$ cat config.mk
export PLATFORM = sky130hd
export DESIGN_NAME = rotate_shift_store_exec
export DESIGN_NICKNAME = d
export VERILOG_FILES = /design/src/logic/rss_pkg.sv /design/src/logic/operand_if.sv /design/src/logic/rotate_shift_store_exec.sv /design/src/logic/shift_unit.sv /design/src/logic/store_agu.sv
export SDC_FILE = /design/constraint.sdc
export NUM_CORES = 1
export LEC_CHECK = 0
export ABC_AREA = 1
export BUFFER_PORTS_ARGS = -buffer_cell sky130_fd_sc_hd__buf_4
export CELL_PAD_IN_SITES_DETAIL_PLACEMENT = 0
export CELL_PAD_IN_SITES_GLOBAL_PLACEMENT = 1
export CORE_MARGIN = 2
export CORE_UTILIZATION = 35
export CTS_CLUSTER_DIAMETER = 30
export DETAILED_ROUTE_END_ITERATION = 16
export PLACE_DENSITY = 0.66
export SLEW_MARGIN = 20
export SYNTH_ARGS = -nofsm -noshare
export SYNTH_HDL_FRONTEND = slang
export SYNTH_SLANG_ARGS = --single-unit
$ cat constraint.sdc
create_clock -name pclk -period 9 [get_ports pclk]
set_clock_uncertainty 0.2 [all_clocks]
set_input_delay 0.45 -clock pclk [delete_from_list [all_inputs] [get_ports pclk]]
set_output_delay 0.45 -clock pclk [all_outputs]
set_load 0.05 [all_outputs]
$ cat src/logic/rss_pkg.sv
/*
 * constants, field layout and operation codes shared by the execution block.
 * assumes bit 0 of every register is the least significant bit.
 */
package rss_pkg;
    localparam logic [7:0] CMD_OFF = 8'h00, SRC_OFF = 8'h04, INDEX_OFF = 8'h08, BASE_OFF = 8'h0c,
        DISP_OFF = 8'h10, FHI_OFF = 8'h14, FLO_OFF = 8'h18, MSTATE_OFF = 8'h1c,
        CUR_ADDR_OFF = 8'h20, FXEXC_OFF = 8'h24, RESULT_OFF = 8'h28, COND_OFF = 8'h2c,
        SPC_OFF = 8'h30, SSTATE_OFF = 8'h34, NIA_OFF = 8'h38, STATUS_OFF = 8'h3c,
        MASK_OFF = 8'h40;
    // command word fields
    localparam int CMD_REC_BIT = 4, CMD_MB_LSB = 5, CMD_ME_LSB = 10, CMD_SH_LSB = 15;
    localparam int CMD_IDX_BIT = 20, CMD_UPD_BIT = 21, CMD_BZ_BIT = 22, COND_BUSY_BIT = 8;
    // status bits
    localparam int STATUS_W = 4, ST_DONE = 0, ST_STORE = 1, ST_SYSCALL = 2, ST_INVALID = 3;
    // machine state fields saved on a system call
    localparam logic [31:0] SAVE_MASK = 32'h0000ff73;
    localparam int IP_BIT = 6, FXEXC_SO_BIT = 31, FXEXC_CY_BIT = 29;
    localparam logic [31:0] SYSCALL_STEP = 32'h00000004;
    localparam logic [31:0] SYSCALL_VEC = 32'h00000c00;
    localparam logic [31:0] RST_WORD = 32'h00000000;
    typedef enum logic [3:0] {
        op_rot_mask, op_shl, op_shra, op_shra_imm, op_shr,
        op_syscall, op_st_byte, op_st_dbl
    } op_t;
endpackage

$ cat src/logic/operand_if.sv
/*
 * operand and result bundle between the controller and its two units.
 * assumes the controller drives every operand from flip-flops.
 */
`timescale 1ns/100ps
interface operand_if;
    rss_pkg::op_t op;
    logic [31:0] src;
    logic [31:0] index;
    logic [31:0] base;
    logic [15:0] disp;
    logic [4:0] mb;
    logic [4:0] me;
    logic [4:0] sh;
    logic indexed;
    logic update;
    logic base_zero;
    logic [31:0] res;
    logic cy;
    logic [31:0] effective_addr;
    modport ctrl(output op, src, index, base, disp, mb, me, sh, indexed, update,
        base_zero, input res, cy, effective_addr);
    modport alu(input op, src, index, mb, me, sh, output res, cy);
    modport agu(input base, index, disp, indexed, update, base_zero, output effective_addr);
endinterface

$ cat src/logic/rotate_shift_store_exec.sv
/*
 * apb-programmed execution block: rotates, shifts, system call entry, stores.
 * assumes a single pclk domain and a memory port that pulses ready for one cycle per store.
 */
// Implementation choices: the placing of the registers and the APB interface to the registers.
`timescale 1ns/100ps
// Notes on behaviour
// RULE1: rotate-and-mask rotates left by the low five index bits only.
// RULE2: mask ones from begin through end, and with rotation, write result.
// RULE3: record bit set updates condition field zero; clear leaves it alone.
// RULE4: flags compare signed result with zero; summary overflow copied from exception reg.
// RULE5: left shift, index bit 26 clear: shift by bits 27-31, zero fill.
// RULE6: left shift, index bit 26 set: result is all zeros.
// RULE7: algebraic right shift, bit 26 clear: shift by 27-31, sign fill.
// RULE8: algebraic right shift, bit 26 set: all bits copy the sign.
// RULE9: carry set only for negative source losing a one bit; else cleared.
// RULE10: immediate algebraic shift uses the count field, same carry behaviour.
// RULE11: logical right shift by low six index bits, zero fill.
// RULE12: system call saves current address plus four to save pc register.
// RULE13: system call copies state bits 16-23, 25-27, 30-31 into save state.
// RULE14: save state bits 1-4 and 10-15 may hold any value.
// RULE15: system call vectors to offset 0xc00 from base picked by prefix bit.
// RULE16: system call is context synchronizing with earlier and later work.
// RULE17: byte store address is base-or-zero plus displacement or index.
// RULE18: update forms write address back to base; base zero is invalid.
// RULE19: double store writes the float source register unchanged.
module rotate_shift_store_exec #(
    parameter logic [31:0] HI_VEC_BASE = 32'hfff00000
) (
    input wire logic pclk,
    input wire logic presetn,
    input wire logic psel,
    input wire logic penable,
    input wire logic pwrite,
    input wire logic [7:0] paddr,
    input wire logic [31:0] pwdata,
    output logic [31:0] prdata,
    output logic pready,
    output logic pslverr,
    output logic irq,
    output logic store_valid,
    input wire logic store_ready,
    output logic [31:0] store_addr,
    output logic [63:0] store_data,
    output logic store_dbl
);
    typedef enum logic [1:0] {st_idle, st_exec, st_store} state_t;
    localparam int STATUS_W_L = rss_pkg::STATUS_W;
    state_t state_ff;
    logic [31:0] cmd_ff;
    logic [31:0] src_ff;
    logic [31:0] index_ff;
    logic [31:0] base_ff;
    logic [15:0] disp_ff;
    logic [31:0] fhi_ff;
    logic [31:0] flo_ff;
    logic [31:0] machine_state_reg_ff;
    logic [31:0] current_instr_addr_ff;
    logic [31:0] fixed_point_exception_reg_ff;
    logic [31:0] result_ff;
    logic [3:0] cond_ff;
    logic [31:0] save_restore_pc_ff;
    logic [31:0] save_restore_state_ff;
    logic [31:0] nia_ff;
    logic [STATUS_W_L-1:0] status_ff;
    logic [STATUS_W_L-1:0] mask_ff;
    logic [31:0] prdata_ff;
    logic [31:0] store_addr_ff;
    logic [63:0] store_data_ff;
    logic store_dbl_ff;

    logic wr_en;
    logic rd_access;
    logic rd_setup;
    logic mapped;
    logic [31:0] rd_val;
    logic cmd_go;
    logic is_store;
    logic bad_form;
    logic exec;
    logic [STATUS_W_L-1:0] ev_set;
    logic [STATUS_W_L-1:0] ev_clr;
    rss_pkg::op_t cur_op;

    operand_if opd();

    ////////////////////////////////////////////////////////////////////////
    // apb slave: zero-wait access, read data captured in the setup cycle

    assign pready = 1'b1;
    assign wr_en = psel & penable & pwrite;
    assign rd_access = psel & penable & ~pwrite;
    assign rd_setup = psel & ~penable & ~pwrite;
    assign pslverr = psel & penable & ~mapped;
    assign prdata = prdata_ff;

    always_comb begin
        mapped = 1'b1;
        rd_val = 32'h0;
        unique case (paddr)
            rss_pkg::CMD_OFF: rd_val = cmd_ff;
            rss_pkg::SRC_OFF: rd_val = src_ff;
            rss_pkg::INDEX_OFF: rd_val = index_ff;
            rss_pkg::BASE_OFF: rd_val = base_ff;
            rss_pkg::DISP_OFF: rd_val = {16'h0, disp_ff};
            rss_pkg::FHI_OFF: rd_val = fhi_ff;
            rss_pkg::FLO_OFF: rd_val = flo_ff;
            rss_pkg::MSTATE_OFF: rd_val = machine_state_reg_ff;
            rss_pkg::CUR_ADDR_OFF: rd_val = current_instr_addr_ff;
            rss_pkg::FXEXC_OFF: rd_val = fixed_point_exception_reg_ff;
            rss_pkg::RESULT_OFF: rd_val = result_ff;
            rss_pkg::COND_OFF: begin
                rd_val = {28'h0, cond_ff};
                rd_val[rss_pkg::COND_BUSY_BIT] = (state_ff != st_idle);
            end
            rss_pkg::SPC_OFF: rd_val = save_restore_pc_ff;
            rss_pkg::SSTATE_OFF: rd_val = save_restore_state_ff;
            rss_pkg::NIA_OFF: rd_val = nia_ff;
            rss_pkg::STATUS_OFF: rd_val = {28'h0, status_ff};
            rss_pkg::MASK_OFF: rd_val = {28'h0, mask_ff};
            default: mapped = 1'b0;
        endcase
    end

    always_ff @(posedge pclk or negedge presetn) begin
        if (!presetn) begin
            prdata_ff <= rss_pkg::RST_WORD;
        end else if (rd_setup) begin
            prdata_ff <= rd_val;
        end
    end

    ////////////////////////////////////////////////////////////////////////
    // operand registers; hardware write-back wins over a same-cycle apb write

    always_ff @(posedge pclk or negedge presetn) begin
        if (!presetn) begin
            src_ff <= rss_pkg::RST_WORD;
            index_ff <= rss_pkg::RST_WORD;
            disp_ff <= 16'h0;
            fhi_ff <= rss_pkg::RST_WORD;
            flo_ff <= rss_pkg::RST_WORD;
            current_instr_addr_ff <= rss_pkg::RST_WORD;
            mask_ff <= '0;
        end else if (wr_en) begin
            unique case (paddr)
                rss_pkg::SRC_OFF: src_ff <= pwdata;
                rss_pkg::INDEX_OFF: index_ff <= pwdata;
                rss_pkg::DISP_OFF: disp_ff <= pwdata[15:0];
                rss_pkg::FHI_OFF: fhi_ff <= pwdata;
                rss_pkg::FLO_OFF: flo_ff <= pwdata;
                rss_pkg::CUR_ADDR_OFF: current_instr_addr_ff <= pwdata;
                rss_pkg::MASK_OFF: mask_ff <= pwdata[STATUS_W_L-1:0];
                default: ;
            endcase
        end
    end

    always_ff @(posedge pclk or negedge presetn) begin
        if (!presetn) begin
            base_ff <= rss_pkg::RST_WORD;
        end else if (exec && is_store && cmd_ff[rss_pkg::CMD_UPD_BIT] && !bad_form) begin
            base_ff <= opd.effective_addr; // RULE18
        end else if (wr_en && paddr == rss_pkg::BASE_OFF) begin
            base_ff <= pwdata;
        end
    end

    ////////////////////////////////////////////////////////////////////////
    // command sequencing: one operation at a time, commands ignored while busy

    assign cmd_go = wr_en && paddr == rss_pkg::CMD_OFF && state_ff == st_idle; // RULE16
    assign exec = (state_ff == st_exec);
    assign cur_op = rss_pkg::op_t'(cmd_ff[3:0]);
    assign is_store = (cur_op == rss_pkg::op_st_byte) || (cur_op == rss_pkg::op_st_dbl);
    assign bad_form = is_store && cmd_ff[rss_pkg::CMD_UPD_BIT] && cmd_ff[rss_pkg::CMD_BZ_BIT]; // RULE18

    assign opd.op = cur_op;
    assign opd.src = src_ff;
    assign opd.index = index_ff;
    assign opd.base = base_ff;
    assign opd.disp = disp_ff;
    assign opd.mb = cmd_ff[rss_pkg::CMD_MB_LSB +: 5];
    assign opd.me = cmd_ff[rss_pkg::CMD_ME_LSB +: 5];
    assign opd.sh = cmd_ff[rss_pkg::CMD_SH_LSB +: 5];
    assign opd.indexed = cmd_ff[rss_pkg::CMD_IDX_BIT];
    assign opd.update = cmd_ff[rss_pkg::CMD_UPD_BIT];
    assign opd.base_zero = cmd_ff[rss_pkg::CMD_BZ_BIT];

    shift_unit u_shift (
        .opd(opd.alu)
    );
    store_agu u_agu (
        .opd(opd.agu)
    );

    always_ff @(posedge pclk or negedge presetn) begin
        if (!presetn) begin
            cmd_ff <= rss_pkg::RST_WORD;
        end else if (cmd_go) begin
            cmd_ff <= pwdata;
        end
    end

    always_ff @(posedge pclk or negedge presetn) begin
        if (!presetn) begin
            state_ff <= st_idle;
        end else begin
            unique case (state_ff)
                st_idle: if (cmd_go) state_ff <= st_exec;
                st_exec: state_ff <= (is_store && !bad_form) ? st_store : st_idle;
                st_store: if (store_ready) state_ff <= st_idle;
            endcase
        end
    end

    ////////////////////////////////////////////////////////////////////////
    // arithmetic results and condition field

    always_ff @(posedge pclk or negedge presetn) begin
        if (!presetn) begin
            result_ff <= rss_pkg::RST_WORD;
            cond_ff <= 4'h0;
        end else if (exec && cur_op <= rss_pkg::op_shr) begin
            result_ff <= opd.res;
            if (cmd_ff[rss_pkg::CMD_REC_BIT]) begin // RULE3
                cond_ff <= {$signed(opd.res) < 0, $signed(opd.res) > 0, // RULE4
                    opd.res == 32'h0, fixed_point_exception_reg_ff[rss_pkg::FXEXC_SO_BIT]}; // RULE4
            end
        end
    end

    always_ff @(posedge pclk or negedge presetn) begin
        if (!presetn) begin
            fixed_point_exception_reg_ff <= rss_pkg::RST_WORD;
        end else if (exec && (cur_op == rss_pkg::op_shra || cur_op == rss_pkg::op_shra_imm)) begin
            fixed_point_exception_reg_ff[rss_pkg::FXEXC_CY_BIT] <= opd.cy; // RULE9 RULE10
        end else if (wr_en && paddr == rss_pkg::FXEXC_OFF) begin
            fixed_point_exception_reg_ff <= pwdata;
        end
    end

    ////////////////////////////////////////////////////////////////////////
    // system call entry; earlier stores have drained since commands wait for idle

    always_ff @(posedge pclk or negedge presetn) begin
        if (!presetn) begin
            save_restore_pc_ff <= rss_pkg::RST_WORD;
            save_restore_state_ff <= rss_pkg::RST_WORD;
            nia_ff <= rss_pkg::RST_WORD;
        end else if (exec && cur_op == rss_pkg::op_syscall) begin // RULE16
            save_restore_pc_ff <= current_instr_addr_ff + rss_pkg::SYSCALL_STEP; // RULE12
            // unsaved positions, including the undefined ones, read zero
            save_restore_state_ff <= machine_state_reg_ff & rss_pkg::SAVE_MASK; // RULE13 RULE14
            nia_ff <= (machine_state_reg_ff[rss_pkg::IP_BIT] ? HI_VEC_BASE : 32'h0)
                | rss_pkg::SYSCALL_VEC; // RULE15
        end
    end

    // new state keeps only the vector prefix; later commands see it
    always_ff @(posedge pclk or negedge presetn) begin
        if (!presetn) begin
            machine_state_reg_ff <= rss_pkg::RST_WORD;
        end else if (exec && cur_op == rss_pkg::op_syscall) begin
            machine_state_reg_ff <= machine_state_reg_ff & (32'h1 << rss_pkg::IP_BIT); // RULE15
        end else if (wr_en && paddr == rss_pkg::MSTATE_OFF) begin
            machine_state_reg_ff <= pwdata;
        end
    end

    ////////////////////////////////////////////////////////////////////////
    // store request towards memory, held until accepted

    assign store_valid = (state_ff == st_store);
    assign store_addr = store_addr_ff;
    assign store_data = store_data_ff;
    assign store_dbl = store_dbl_ff;

    always_ff @(posedge pclk or negedge presetn) begin
        if (!presetn) begin
            store_addr_ff <= rss_pkg::RST_WORD;
            store_data_ff <= 64'h0;
            store_dbl_ff <= 1'b0;
        end else if (exec && is_store && !bad_form) begin
            store_addr_ff <= opd.effective_addr; // RULE17
            store_dbl_ff <= (cur_op == rss_pkg::op_st_dbl);
            if (cur_op == rss_pkg::op_st_dbl) begin
                store_data_ff <= {fhi_ff, flo_ff}; // RULE19
            end else begin
                store_data_ff <= {56'h0, src_ff[7:0]}; // RULE17
            end
        end
    end

    ////////////////////////////////////////////////////////////////////////
    // sticky events, cleared by reading; a new event beats the clear

    always_comb begin
        ev_set = '0;
        ev_set[rss_pkg::ST_DONE] = (exec && !(is_store && !bad_form))
            || (store_valid && store_ready);
        ev_set[rss_pkg::ST_STORE] = store_valid && store_ready;
        ev_set[rss_pkg::ST_SYSCALL] = exec && cur_op == rss_pkg::op_syscall;
        ev_set[rss_pkg::ST_INVALID] = exec && bad_form;
        ev_clr = (rd_access && paddr == rss_pkg::STATUS_OFF) ? '1 : '0;
    end

    always_ff @(posedge pclk or negedge presetn) begin
        if (!presetn) begin
            status_ff <= '0;
        end else begin
            status_ff <= (status_ff & ~ev_clr) | ev_set;
        end
    end

    assign irq = |(status_ff & mask_ff);
    ////////////////////////////////////////////////////////////////////////
    // checks

    a_store_hold: assert property (@(posedge pclk) disable iff (!presetn) // RULE17
        store_valid && !store_ready |=> store_valid && $stable(store_addr)
            && $stable(store_data))
        else $error("store request not held");

    a_byte_store_data: assert property (@(posedge pclk) disable iff (!presetn) // RULE17
        exec && cur_op == rss_pkg::op_st_byte && !bad_form
            |=> store_valid && !store_dbl && store_data == {56'h0, $past(src_ff[7:0])})
        else $error("byte store data wrong");

    a_dbl_store_data: assert property (@(posedge pclk) disable iff (!presetn) // RULE19
        exec && cur_op == rss_pkg::op_st_dbl && !bad_form
            |=> store_valid && store_dbl && store_data == {$past(fhi_ff), $past(flo_ff)})
        else $error("double store data wrong");

    a_syscall_pc: assert property (@(posedge pclk) disable iff (!presetn) // RULE12
        exec && cur_op == rss_pkg::op_syscall
            |=> save_restore_pc_ff == $past(current_instr_addr_ff) + 32'h4)
        else $error("save pc wrong");

    a_syscall_state: assert property (@(posedge pclk) disable iff (!presetn) // RULE13
        exec && cur_op == rss_pkg::op_syscall |=> ((save_restore_state_ff
            ^ $past(machine_state_reg_ff)) & rss_pkg::SAVE_MASK) == '0)
        else $error("saved state wrong");

    a_syscall_vector: assert property (@(posedge pclk) disable iff (!presetn) // RULE15
        exec && cur_op == rss_pkg::op_syscall |=> nia_ff[19:0] == 20'h00c00
            && ev_set == '0 ##0 status_ff[rss_pkg::ST_SYSCALL])
        else $error("system call vector or event wrong");

    a_no_record: assert property (@(posedge pclk) disable iff (!presetn) // RULE3
        !(exec && cmd_ff[rss_pkg::CMD_REC_BIT]) |=> $stable(cond_ff))
        else $error("condition field changed without record bit");

    a_zero_shift_cy: assert property (@(posedge pclk) disable iff (!presetn) // RULE9
        exec && cur_op == rss_pkg::op_shra && index_ff[5:0] == 6'h0
            |=> !fixed_point_exception_reg_ff[rss_pkg::FXEXC_CY_BIT] && result_ff == $past(src_ff))
        else $error("zero algebraic shift changed value or set carry");

    a_update_base: assert property (@(posedge pclk) disable iff (!presetn) // RULE18
        exec && is_store && cmd_ff[rss_pkg::CMD_UPD_BIT] && !bad_form
            |=> base_ff == $past(opd.effective_addr) ##1 !exec)
        else $error("update form did not write address to base");

    c_syscall: cover property (@(posedge pclk) disable iff (!presetn)
        exec && cur_op == rss_pkg::op_syscall);
    c_store_stall: cover property (@(posedge pclk) disable iff (!presetn)
        store_valid && !store_ready ##1 store_valid && store_ready);
    c_carry_set: cover property (@(posedge pclk) disable iff (!presetn)
        exec && cur_op == rss_pkg::op_shra_imm && opd.cy);
endmodule

$ cat src/logic/shift_unit.sv
/*
 * combinational rotate, mask and shift datapath.
 * assumes operands are stable for the cycle in which the result is taken.
 */
`timescale 1ns/100ps
module shift_unit (
    operand_if.alu opd
);
    logic [63:0] rot64;
    logic [31:0] rot;
    logic [31:0] mask;
    logic [5:0] amt;
    logic [63:0] lost64;
    int bi;

    always_comb begin
        bi = 0;
        rot64 = {opd.src, opd.src} << opd.index[4:0]; // RULE1
        rot = rot64[63:32];
        for (int i = 0; i < 32; i++) begin
            bi = 31 - i;
            // a begin past the end wraps around bit 31
            if (opd.mb <= opd.me) begin
                mask[i] = (bi >= int'(opd.mb)) && (bi <= int'(opd.me)); // RULE2
            end else begin
                mask[i] = (bi >= int'(opd.mb)) || (bi <= int'(opd.me)); // RULE2
            end
        end
        if (opd.op == rss_pkg::op_shra_imm) begin
            amt = {1'b0, opd.sh}; // RULE10
        end else begin
            amt = opd.index[5] ? 6'h20 : {1'b0, opd.index[4:0]};
        end
        lost64 = {opd.src, 32'h0} >> amt;
        opd.cy = 1'b0;
        unique case (opd.op)
            rss_pkg::op_rot_mask: opd.res = rot & mask; // RULE2
            rss_pkg::op_shl: begin
                opd.res = opd.index[5] ? 32'h0 : opd.src << opd.index[4:0]; // RULE5 RULE6
            end
            rss_pkg::op_shra, rss_pkg::op_shra_imm: begin
                opd.res = 32'($signed(opd.src) >>> amt); // RULE7 RULE8 RULE10
                opd.cy = opd.src[31] & (|lost64[31:0]); // RULE9
            end
            rss_pkg::op_shr: opd.res = opd.src >> opd.index[5:0]; // RULE11
            default: opd.res = 32'h0;
        endcase
    end
endmodule

$ cat src/logic/store_agu.sv
/*
 * effective address adder for the byte and double-word stores.
 * assumes base_zero is set by software when the base field is zero.
 */
`timescale 1ns/100ps
module store_agu (
    operand_if.agu opd
);
    logic [31:0] b;
    logic [31:0] off;

    always_comb begin
        b = (opd.base_zero && !opd.update) ? 32'h0 : opd.base; // RULE17
        off = opd.indexed ? opd.index : {{16{opd.disp[15]}}, opd.disp}; // RULE17
        opd.effective_addr = b + off; // RULE17
    end
endmodule

Word level (Yosys, flattened, before mapping)

Index checks and enable logic that the tools add are counted.

Flip-flop bits (word level): 556
Input bits: 46

Add/subtract/negate cells: 2
Magnitude comparators: 66
Eq/ne operators: 27
Shift-type cells: 5
Mux-type cells: 54
Bitwise logic cells: 17
Reduce and logical (&&, ||, !) cells: 109

Operator list:

| operator              | number |
|---|---|
| $pmux 32 s17          | 1 |
| $mux 32               | 8 |
| $pmux 32 s4           | 1 |
| $le 5x5->1 const A    | 16 |
| $ge 5x5->1 const A    | 15 |
| $eq 8x6->1 const B    | 8 |
| $mux 64               | 1 |
| $shl 64x5->64         | 1 |
| $shr 64x6->32         | 1 |
| $logic_and 1x1->1     | 50 |
| $ge 4x5->1 const A    | 8 |
| $le 4x5->1 const A    | 8 |
| $mux 1                | 35 |
| $logic_or 1x1->1      | 33 |
| $add 32x3->32 const B | 1 |
| $add 32x32->32        | 1 |
| $and 32x32->32        | 1 |
| $eq 8x5->1 const B    | 4 |
| $gt 32x1->1 const B   | 1 |
| $logic_not 32->1      | 1 |
| $lt 32x1->1 const B   | 1 |
| $reduce_or 32->1      | 1 |
| $shl 32x5->32         | 1 |
| $shr 32x6->32         | 1 |
| other kinds (38)      | 81 |

Logic depth before layout (Yosys ltp)

Gate-level depths: netlist of the first run.

Depth in word-level cells: 10
Depth in mapped cells: 24
Gate-level depth less buffers: 22

Hierarchy

Synthesis of the first run repeated with hierarchy kept, for this count alone.

Cells, all modules: 5,208
Area total of the unflattened synthesis: 34,496.8 µm²

By module, submodules not included:

| module                  | times used | cells each | area each (µm²) | seq. area each (µm²) |
|---|---|---|---|---|
| rotate_shift_store_exec | 1          | 2,984      | 23,850.4        | 13,137.6 |
| shift_unit              | 1          | 1,606      | 7,626.1         | 0.0 |
| store_agu               | 1          | 618        | 3,020.4         | 0.0 |

Worst setup path after synthesis of the first run

OpenSTA, ideal clock, no wires.

Kind: input to output
Start point: input port paddr[1]
End point: output port pslverr
Arrival: 2,927 ps
Path slack: 5,423 ps
Cell stages on the path: 10
Path buffers: 2
Cells stage by stage: nor2_1 > inv_2 > nor3_1 > inv_1 > nor2_1 > buf_2 > buf_1 > nor4_1 > nand4_1 > nor4_1

Longest elaborated chain between the ends: 5
Elaborated cells between the ends (all ways): 21
Those cells by class: eq/ne: 16; mux: 1; bitwise: 2; reduce/logical: 2

Ends and longest elaborated chain:

| what                                     | RTL line                       | source |
|---|---|---|
| from (decl)                              | rotate_shift_store_exec.sv:35  | `input wire logic [7:0] paddr,` |
| $eq 8x4->1, or another cell as far along | rotate_shift_store_exec.sv:100 | `unique case (paddr)` |
| $reduce_or 17->1 (no source line) (*)    | --                             |  |
| $mux 1 (*)                               | rotate_shift_store_exec.sv:100 |  |
| $not 1->1 (*)                            | rotate_shift_store_exec.sv:94  | `assign pslverr = psel & penable & ~mapped;` |
| $and 1x1->1 (*)                          | rotate_shift_store_exec.sv:94  |  |
| to (decl)                                | rotate_shift_store_exec.sv:39  | `output logic pslverr,` |

Mark *: on every way between the ends. The rest lies on a longest branch, timed or not.

Final worst setup path of the first run

Start point: register cmd_ff[20]
End point: register base_ff[28]

Longest elaborated chain between the ends: 3

Ends and longest elaborated chain:

| what                   | RTL line                       | source |
|---|---|---|
| from (decl)            | rotate_shift_store_exec.sv:50  | `logic [31:0] cmd_ff;` |
| from (signal assigned) | rotate_shift_store_exec.sv:199 | `cmd_ff <= rss_pkg::RST_WORD;` |
| from (signal assigned) | rotate_shift_store_exec.sv:201 | `cmd_ff <= pwdata;` |
| $mux 32                | store_agu.sv:14                | `off = opd.indexed ? opd.index : {{16{opd.disp[15]}}, opd.disp};` |
| $add 32x32->32         | store_agu.sv:15                | `opd.effective_addr = b + off;` |
| $mux 32                | rotate_shift_store_exec.sv:162 | `end else if (exec && is_store && cmd_ff[rss_pkg::CMD_UPD_BIT] && !bad_form) begin` |
| to (signal assigned)   | rotate_shift_store_exec.sv:161 | `base_ff <= rss_pkg::RST_WORD;` |
| to (signal assigned)   | rotate_shift_store_exec.sv:163 | `base_ff <= opd.effective_addr;` |
| to (signal assigned)   | rotate_shift_store_exec.sv:165 | `base_ff <= pwdata;` |
| to (decl)              | rotate_shift_store_exec.sv:53  | `logic [31:0] base_ff;` |

Every way passes these cells.
A chain may end at the register's enable or synchronous reset.

==> results of run 1 <==
[worst register-to-register path: cells and delay by family, from the launching register on]
kind                     cells  cell delay (ns)
AND/OR/NAND/NOR             11             1.29
AO/OA/AOI/OAI                5             0.90
buffers and inverters        2             0.78
adder cells (fa/ha/maj)      2             0.68
flip-flops                   1             0.35
[placed cells by master, fill, tap and decap left out, types with 14 or more instances in the layout]
cell,n
clkbuf_1,17
nand4_1,33
buf_4,241
or2_2,18
clkbuf_16,113
a221oi_1,65
inv_1,390
bufinv_16,14
nor3_1,24
a21oi_1,128
nand2_1,1487
nand3_1,626
xnor2_1,18
nor2_1,243
nor2_2,14
clkbuf_8,20
o21ai_0,587
dlygate4sd3_1,27
o22ai_1,88
xor2_1,21
a31oi_1,18
clkinv_2,15
o211ai_1,35
ha_1,40
dfrtp_1,521
[cell type report]
type                    count  area share
clock inverters            59      0.0207
repair buffers            270      0.0535
diodes                      1   0.0000633
flip-flops and latches    525       0.333
well taps                1254      0.0397
multi-input cells        3577       0.434
inverters                 412      0.0392
clock buffers             150      0.0802
[power by group through the flow]
| stage | Sequential, mW | Clock (mW) | Combinational (mW) |
|---|---|---|---|
| finish | 2.47 | 4.31 | 0.530 |
| global route | 2.47 | 4.47 | 0.582 |
| detailed placement | 2.50 | 0 | 0.512 |
| floorplan | 2.47 | 0 | 0.287 |
| CTS | 2.47 | 4.35 | 0.525 |
| global placement | 2.50 | 0 | 0.518 |
[sequential cells by signal, summed over array words and instances, names as in the netlist, 4 cells and up]
| register | cells |
|---|---|
| opd.src | 32 |
| cmd_ff | 32 |
| store_addr | 32 |
| result_ff | 32 |
| current_instr_addr_ff | 32 |
| fhi_ff | 32 |
| disp_ff | 16 |
| machine_state_reg_ff | 32 |
| index_ff | 32 |
| store_data | 64 |
| flo_ff | 32 |
| mask_ff | 4 |
| status_ff | 4 |
| base_ff | 32 |
| cond_ff | 4 |
| save_restore_state_ff | 13 |
| prdata | 32 |
| fixed_point_exception_reg_ff | 32 |
| save_restore_pc_ff | 32 |
[timing repair]
item | CTS | global route
hold endpoints to repair | 143 | 0
gates resized for setup | 0 | 0
setup endpoints to repair | 0 | 0
hold buffers | 27 | 0
[metal layers]
layer | GRT usage | vias to the layer above | wire, microns
met5 | 0 | - | 22
met4 | 0.140 | 4 | 7070
met3 | 0.0507 | 299 | 12500
met2 | 0.493 | 1609 | 69200
met1 | 0.455 | 17068 | 68900
li1 | - | 16242 | -
[final timing paths]
path | startpoint | endpoint | depth (start not counted)
worst max-delay path | cmd_ff[20] | base_ff[28] | 20
worst min-delay path | pwdata[0] | machine_state_reg_ff[0] | 3
worst max register to register | cmd_ff[20] | base_ff[28] | 20
worst min register to register | store_data[6] | store_data[6] | 2
max in group asynchronous | presetn | current_instr_addr_ff[0] | 4
min in group asynchronous | presetn | prdata[22] | 2
[through the flow]
step / util / setup slack (ns)
floorplan: - / 5.42
global placement: 0.378 / 4.21
detailed placement: 0.378 / 4.08
CTS: 0.424 / 4.65
global route: 0.424 / 4.36
finish: 0.424 / 4.65
[cell families after synthesis]
| group | Yosys count |
|---|---|
| and+or+nand+nor | 2507 |
| AOI/OAI and AO/OA | 986 |
| buffers and inverters | 682 |
| DFF | 525 |
| adders and majority gates | 41 |
| xor gates and xnor gates | 39 |
| muxes | 3 |
| other | 1 |
==> impl_results.md, run 1 <==
* Run status: finished, final reports clean
* Nets@finish at around 5000
* Slowest CP cell: inv_1
* Detail Placement HPWL at 116 mm
* Syn Nets at just under 5000
* Top cells by count, synth: 1493 x nand2_1, 627 x nand3_1, 587 x o21ai_0
* Area leader, netlist: dfrtp_1
* Die W at 310 microns
* Mux cell area share after synthesis at 0.000914
* Violation count after the first detailed-route iteration at 3941
* Largest family of logic cells by synthesized area: simple AND/OR/NAND/NOR gates
* CTS tree: built
* Total power at 7.32 mW
* Synth Area in Adders at 0.0158
* Path type of the worst setup path: register to register
* Pint at 5.42 mW
* Multi-input logic area at between 0.015 and 0.02 sq mm
* Flops & latches, synth at 525
* Core ar. at just over 0.09 sq mm
* Min Tclk post-route at approximately 4.4 ns
* Vias/cell at about 5.6
* Critical path's largest stage delay at 0.56 ns
* Synth Instances at 4784
* Sequential share of the synthesized area at 0.400
* Post-CTS Setup Repair Bufs at 0
* Final global-route overflow total at 0
* Num ports at 179
* Worst vdd ir at 0.144 mV
* Clk pwr share at 0.590
* Final Instance Area at around 0.040 sq mm
* CP endpoint kind: register
* Placed cell count at 6011
* Port buffer count at 177
* Post-synth ARST share at 1.00
* Max Cap Viol at 0
* Root buffer cell: clkbuf_16
* RSZ-0062 raised after global routing: no
* Die height at 310 microns
* Skew-Pair Late Insertion Delay at 0.68 ns
* Top cells by area, synth: dfrtp_1 40%, nand2_1 17%, nand3_1 9.6%, o21ai_0 8.9%, inv_1 4.5%
* Layout area overhead at 20.2%
* Post-DR wirelength/cell at 25.2 microns
* Worst path top cell family by delay: simple AND/OR/NAND/NOR gates
* Register area at 0.0131 sq mm
* Post-synth EDFFs at 0
* Setup violators final at 0
* Placed cell area at ~0.035 sq mm
* CP dominant cell by count: nand2_1
* CP cell instances: buf_4 -> inv_1 -> o21ai_0 -> ha_1 -> fa_1 -> nand2_1 -> nand2_1 -> o21ai_0 -> o21ai_0 -> nand2_1 -> nand2_1 -> nand2_1 -> nand2_1 -> nand2_1 -> o211ai_1 -> nand2_1 -> nand3_1 -> or2_2 -> nand3_1 -> o211ai_1
* DR DRC count at 0
* Post-Syn Area at 0.0329 sq mm
* Antenna-violating nets left at 0
* Final Hold Fails at 0
* Largest net degree at the start of global routing at around 120
* XOR/XNOR share of the synthesized area at 0.0104
* Combinational share of power at 0.072
* Worst-path clk slew at 0.05 ns
* Clock Tree Buf Depth at 3
* First-pass GRT wire length at about 230 mm
* Crit share post-route at 0.484
* Fmax at 230 MHz
* Launching element type of the critical path: register
* YS warnings at 0
* Fillers at 9808
* Required time worst endpoint at about 9.3 ns
* Worst path arrival time at 4.69 ns
* Initial antenna violation count at 4
* Total CTS buffers at about 110
* CP max FO at 28
* Layout cells sized above 1 at 0.104
* Std cell rows at 112
* Initial DRT Pass Iterations at 8
* Reg power frac at 0.338
* Fin cells at 6248
* Measured slew at the worst slew-check pin at 1.21 ns
* Syn Area/Cell at 6.87 sq um
* Worst slew margin at 0.185
* Hold_ws at 0.116 ns
* Post-Synth Simple-Gate Area at 0.321
* Switching share of power at 0.259
* Buf/Inv on CP at 2
* H-Tree Depth at 3
* Reg2reg setup slack at 4.65 ns
* Leak at 18.8 nW
* Max Slew Vio Count at 0
* Gp weighted congestion at a little under 1
* Starting Density at 0.353
* Synth Area in Compound Gates at 0.170
* Most common cell in the netlist: nand2_1
* GRT Util Overall at 0.324
* DR vias at 35222
* Pwr per Cell Area at 185 mW/mm^2
* Synth cell types at 55
* CTS sink cnt at roughly 530
* Share of the synthesized area in the top cell type at 0.400
* Die area at 0.0963 sq mm
* Hold Crit Class: primary input to register
* Setup TNS at 0 ns
* Vias in the first global route at about 33000
* Post-Route WL at 158 mm
* Synth Flop Type: dfrtp_1
* Switch Pwr at between 1.5 and 2 mW
No activity file was read; power rests on OpenSTA's default activity.
==> run 2, diff against run 1 <==
clock period = 4.2 ns   (was 9 ns; I/O delays follow)
==> run 2 against run 1 <==
Against the previous run: hold slack got worse by 0.058 ns; global-route usage rose by 1.0 points; first-iteration DRC count rose by 3.9%; combinational power rose by 130%; non-clock buffer count rose by 76; routed wire length rose by 3.1%; die area did not move; critical path depth fell by 1; final cell count rose by 1.3%; register-to-register slack got worse by 4.2 ns; clock power rose by 110%; count of clock-buffer cells in the layout rose by 1; critical endpoint is now cond_ff[2]; highest routed layer is now met4.
==> impl_results.md, run 2 (synthesized netlist as in run 1, its figures left out) <==
* Worst path arrival time at 4.17 ns (was 4.69 ns)
* Post-Route WL at 163 mm (was 158 mm)
* Switching share of power at 0.264 (was 0.259)
* Nets@finish at 5065 (was 4985)
* Die area at 0.0963 sq mm (unchanged)
* Pint at 11.5 mW (was 5.42 mW)
* Antenna fix cells at 0 (was 1)
* Clk pwr share at 0.583 (was 0.590)
* Max Cap Viol at 0 (unchanged)
* GRT Util Overall at 0.334 (was 0.324)
* First-pass GRT wire length at 236 mm (was 229 mm)
* Clock Tree Buf Depth at 3 (unchanged)
* Combinational share of power at 0.077 (was 0.072)
* Slowest CP cell: o21ai_4 (was inv_1)
* Port buffer count at 177 (unchanged)
* Core ar. at 0.0932 sq mm (unchanged)
* Setup violators final at 0 (unchanged)
* Required time worst endpoint at 4.61 ns (was 9.34 ns)
* Most frequent cells in the layout: 1487 x nand2_1, 626 x nand3_1, 587 x o21ai_0 (unchanged)
* Initial DRT Pass Iterations at 6 (was 8)
* Buf/Inv on CP at 2 (unchanged)
* Leak at 19.2 nW (was 18.8 nW)
* Run status: finished, final reports clean (unchanged)
* Final global-route overflow total at 0 (unchanged)
* Die height at 310 microns (unchanged)
* Path type of the worst setup path: register to register (unchanged)
* Multi-input logic area at 0.0171 sq mm (about the same)
* Crit share post-route at 0.897 (was 0.484)
* Max reg flops at 64 (unchanged)
* CP endpoint kind: register (unchanged)
* Register area at 0.0131 sq mm (unchanged)
* Worst path top cell family by delay: simple AND/OR/NAND/NOR gates (unchanged)
* Post-CTS sizing at 0 (unchanged)
* Post-DR wirelength/cell at 25.7 microns (was 25.2 microns)
* Detail Placement HPWL at 121 mm (was 116 mm)
* Worst vdd ir at 0.340 mV (was 0.144 mV)
* CTS sink cnt at 525 (unchanged)
* Die W at 310 microns (unchanged)
* DR vias at 35988 (was 35222)
* Starting Density at 0.353 (unchanged)
* CP cell instances: nand2_1 -> inv_2 -> nand2_2 -> o21ai_4 -> buf_4 -> nand3_1 -> nand2_1 -> nand3_1 -> nand2_1 -> nand2_1 -> nand2_1 -> nand2_1 -> nand2_1 -> nor2_1 -> nand2_1 -> nor2_1 -> nand3_1 -> nor2_1 -> nor2_1 (was buf_4 -> inv_1 -> o21ai_0 -> ha_1 -> fa_1 -> nand2_1 -> nand2_1 -> o21ai_0 -> o21ai_0 -> nand2_1 -> nand2_1 -> nand2_1 -> nand2_1 -> nand2_1 -> o211ai_1 -> nand2_1 -> nand3_1 -> or2_2 -> nand3_1 -> o211ai_1)
* Pwr per Cell Area at 388 mW/mm^2 (was 185 mW/mm^2)
* CP dominant cell by count: nand2_1 (unchanged)
* Hold Crit Class: primary input to register (unchanged)
* Num ports at 179 (unchanged)
* CTS tree: built (unchanged)
* Layout cells sized above 1 at 0.116 (was 0.104)
* Total CTS buffers at 116 (was 112)
* Leading cell type in the layout, fill and taps excluded: nand2_1 (unchanged)
* Post-CTS Setup Repair Bufs at 0 (unchanged)
* Vias in the first global route at 34106 (was 33238)
* Std cell rows at 112 (unchanged)
* Layout area overhead at 22.3% (was 20.2%)
* Vias/cell at 5.69 (was 5.64)
* Worst slew margin at 0.250 (was 0.185)
* Final Hold Fails at 0 (unchanged)
* Skew-Pair Late Insertion Delay at 0.69 ns (was 0.68 ns)
* DR DRC count at 0 (unchanged)
* Fillers at 9817 (was 9808)
* Critical path's largest stage delay at 0.74 ns (was 0.56 ns)
* Worst-path clk slew at 0.05 ns (about the same)
* Switch Pwr at 4.12 mW (was 1.89 mW)
* Initial antenna violation count at 3 (was 4)
* Hold_buf cts at 39 (was 27)
* Min Tclk post-route at 3.77 ns (was 4.35 ns)
* Largest net degree at the start of global routing at 85 (was 121)
* H-Tree Depth at 3 (unchanged)
* Final Core Density at 0.431 (was 0.424)
* CP max FO at 25 (was 28)
* Fmax at 266 MHz (was 230 MHz)
* Reg power frac at 0.340 (was 0.338)
* Measured slew at the worst slew-check pin at 1.11 ns (was 1.21 ns)
* Launching element type of the critical path: register (unchanged)
* Antenna-violating nets left at 0 (unchanged)
* Root buffer cell: clkbuf_16 (unchanged)
* Gp weighted congestion at 0.990 (was 0.985)
* RSZ-0062 raised after global routing: no (unchanged)
* Max Slew Vio Count at 0 (unchanged)
* Violation count after the first detailed-route iteration at 4094 (was 3941)
* Setup TNS at 0 ns (unchanged)
[run 2: cell types whose count changed in the layout (fill, tap and decap cells not counted), sizes merged]
cell / change
buf: +65
dlygate4sd3: +11
clkinvlp: +9
bufinv: -7
clkinv: +3
inv: -2
clkbuf: +1
diode: -1
[run 2: cell type report]
cell class                      instances  area share
Tap cell                             1254      0.0391
Clock inverter                         62      0.0160
Clock buffer                          151      0.0826
Inverter                              412      0.0386
Multi-Input combinational cell       3577       0.426
Sequential cell                       525       0.327
Timing Repair Buffer                  346      0.0702
[run 2: path summary, 6_finish.rpt]
path / cells after the start / startpoint / endpoint / slack (ns)
hold reg to reg: 1 / nia_ff[11] / nia_ff[11] / 0.27
hold / removal: 6 / psel / prdata[28] / 0.06
min in group asynchronous: 3 / presetn / flo_ff[0] / 0.38
max in group asynchronous: 4 / presetn / store_data[43] / 2.61
setup reg to reg: 19 / cmd_ff[1] / cond_ff[2] / 0.43
setup / recovery: 19 / cmd_ff[1] / cond_ff[2] / 0.43
[run 2: metal layers]
| layer | GRT usage | part of all wire | vias up |
|---|---|---|---|
| met5 | 0 | 0 | - |
| met4 | 0.144 | 0.047 | 0 |
| met3 | 0.0554 | 0.079 | 327 |
| met2 | 0.518 | 0.44 | 1689 |
| met1 | 0.460 | 0.43 | 17572 |
| li1 | - | - | 16400 |
[run 2: worst reg2reg max path, delay by kind of cell, from the launching register on]
family / cells / cell delay (ns)
DFF: 1 / 0.39
buffers and inverters: 2 / 0.48
and+or+nand+nor: 16 / 1.87
AOI/OAI and AO/OA: 1 / 0.74
[run 2: power groups by stage]
stage	Combinational, mW	Clock, mW	Sequential [mW]
after CTS	1.20	9.15	5.29
after global placement	1.17	0	5.36
after floorplan	0.615	0	5.30
after detailed placement	1.16	0	5.36
after global routing	1.32	9.41	5.29
final	1.21	9.08	5.30
[run 2: stage by stage]
| stage | hold slack [ns] | cell area, sq um | power [mW] | instances | worst slack, ns |
|---|---|---|---|---|---|
| floorplan | -0.286 | 32900 | 5.91 | 4784 | 0.810 |
| finish | 0.0576 | 40200 | 15.6 | 6327 | 0.434 |
| global route | 0.0503 | 40200 | 16.0 | 6327 | 0.133 |
| global placement | 0.0802 | 35800 | 6.53 | 6075 | 0.419 |
| CTS | 0.0154 | 40200 | 15.6 | 6327 | 0.426 |
| detailed placement | 0.0557 | 35800 | 6.52 | 6075 | 0.440 |
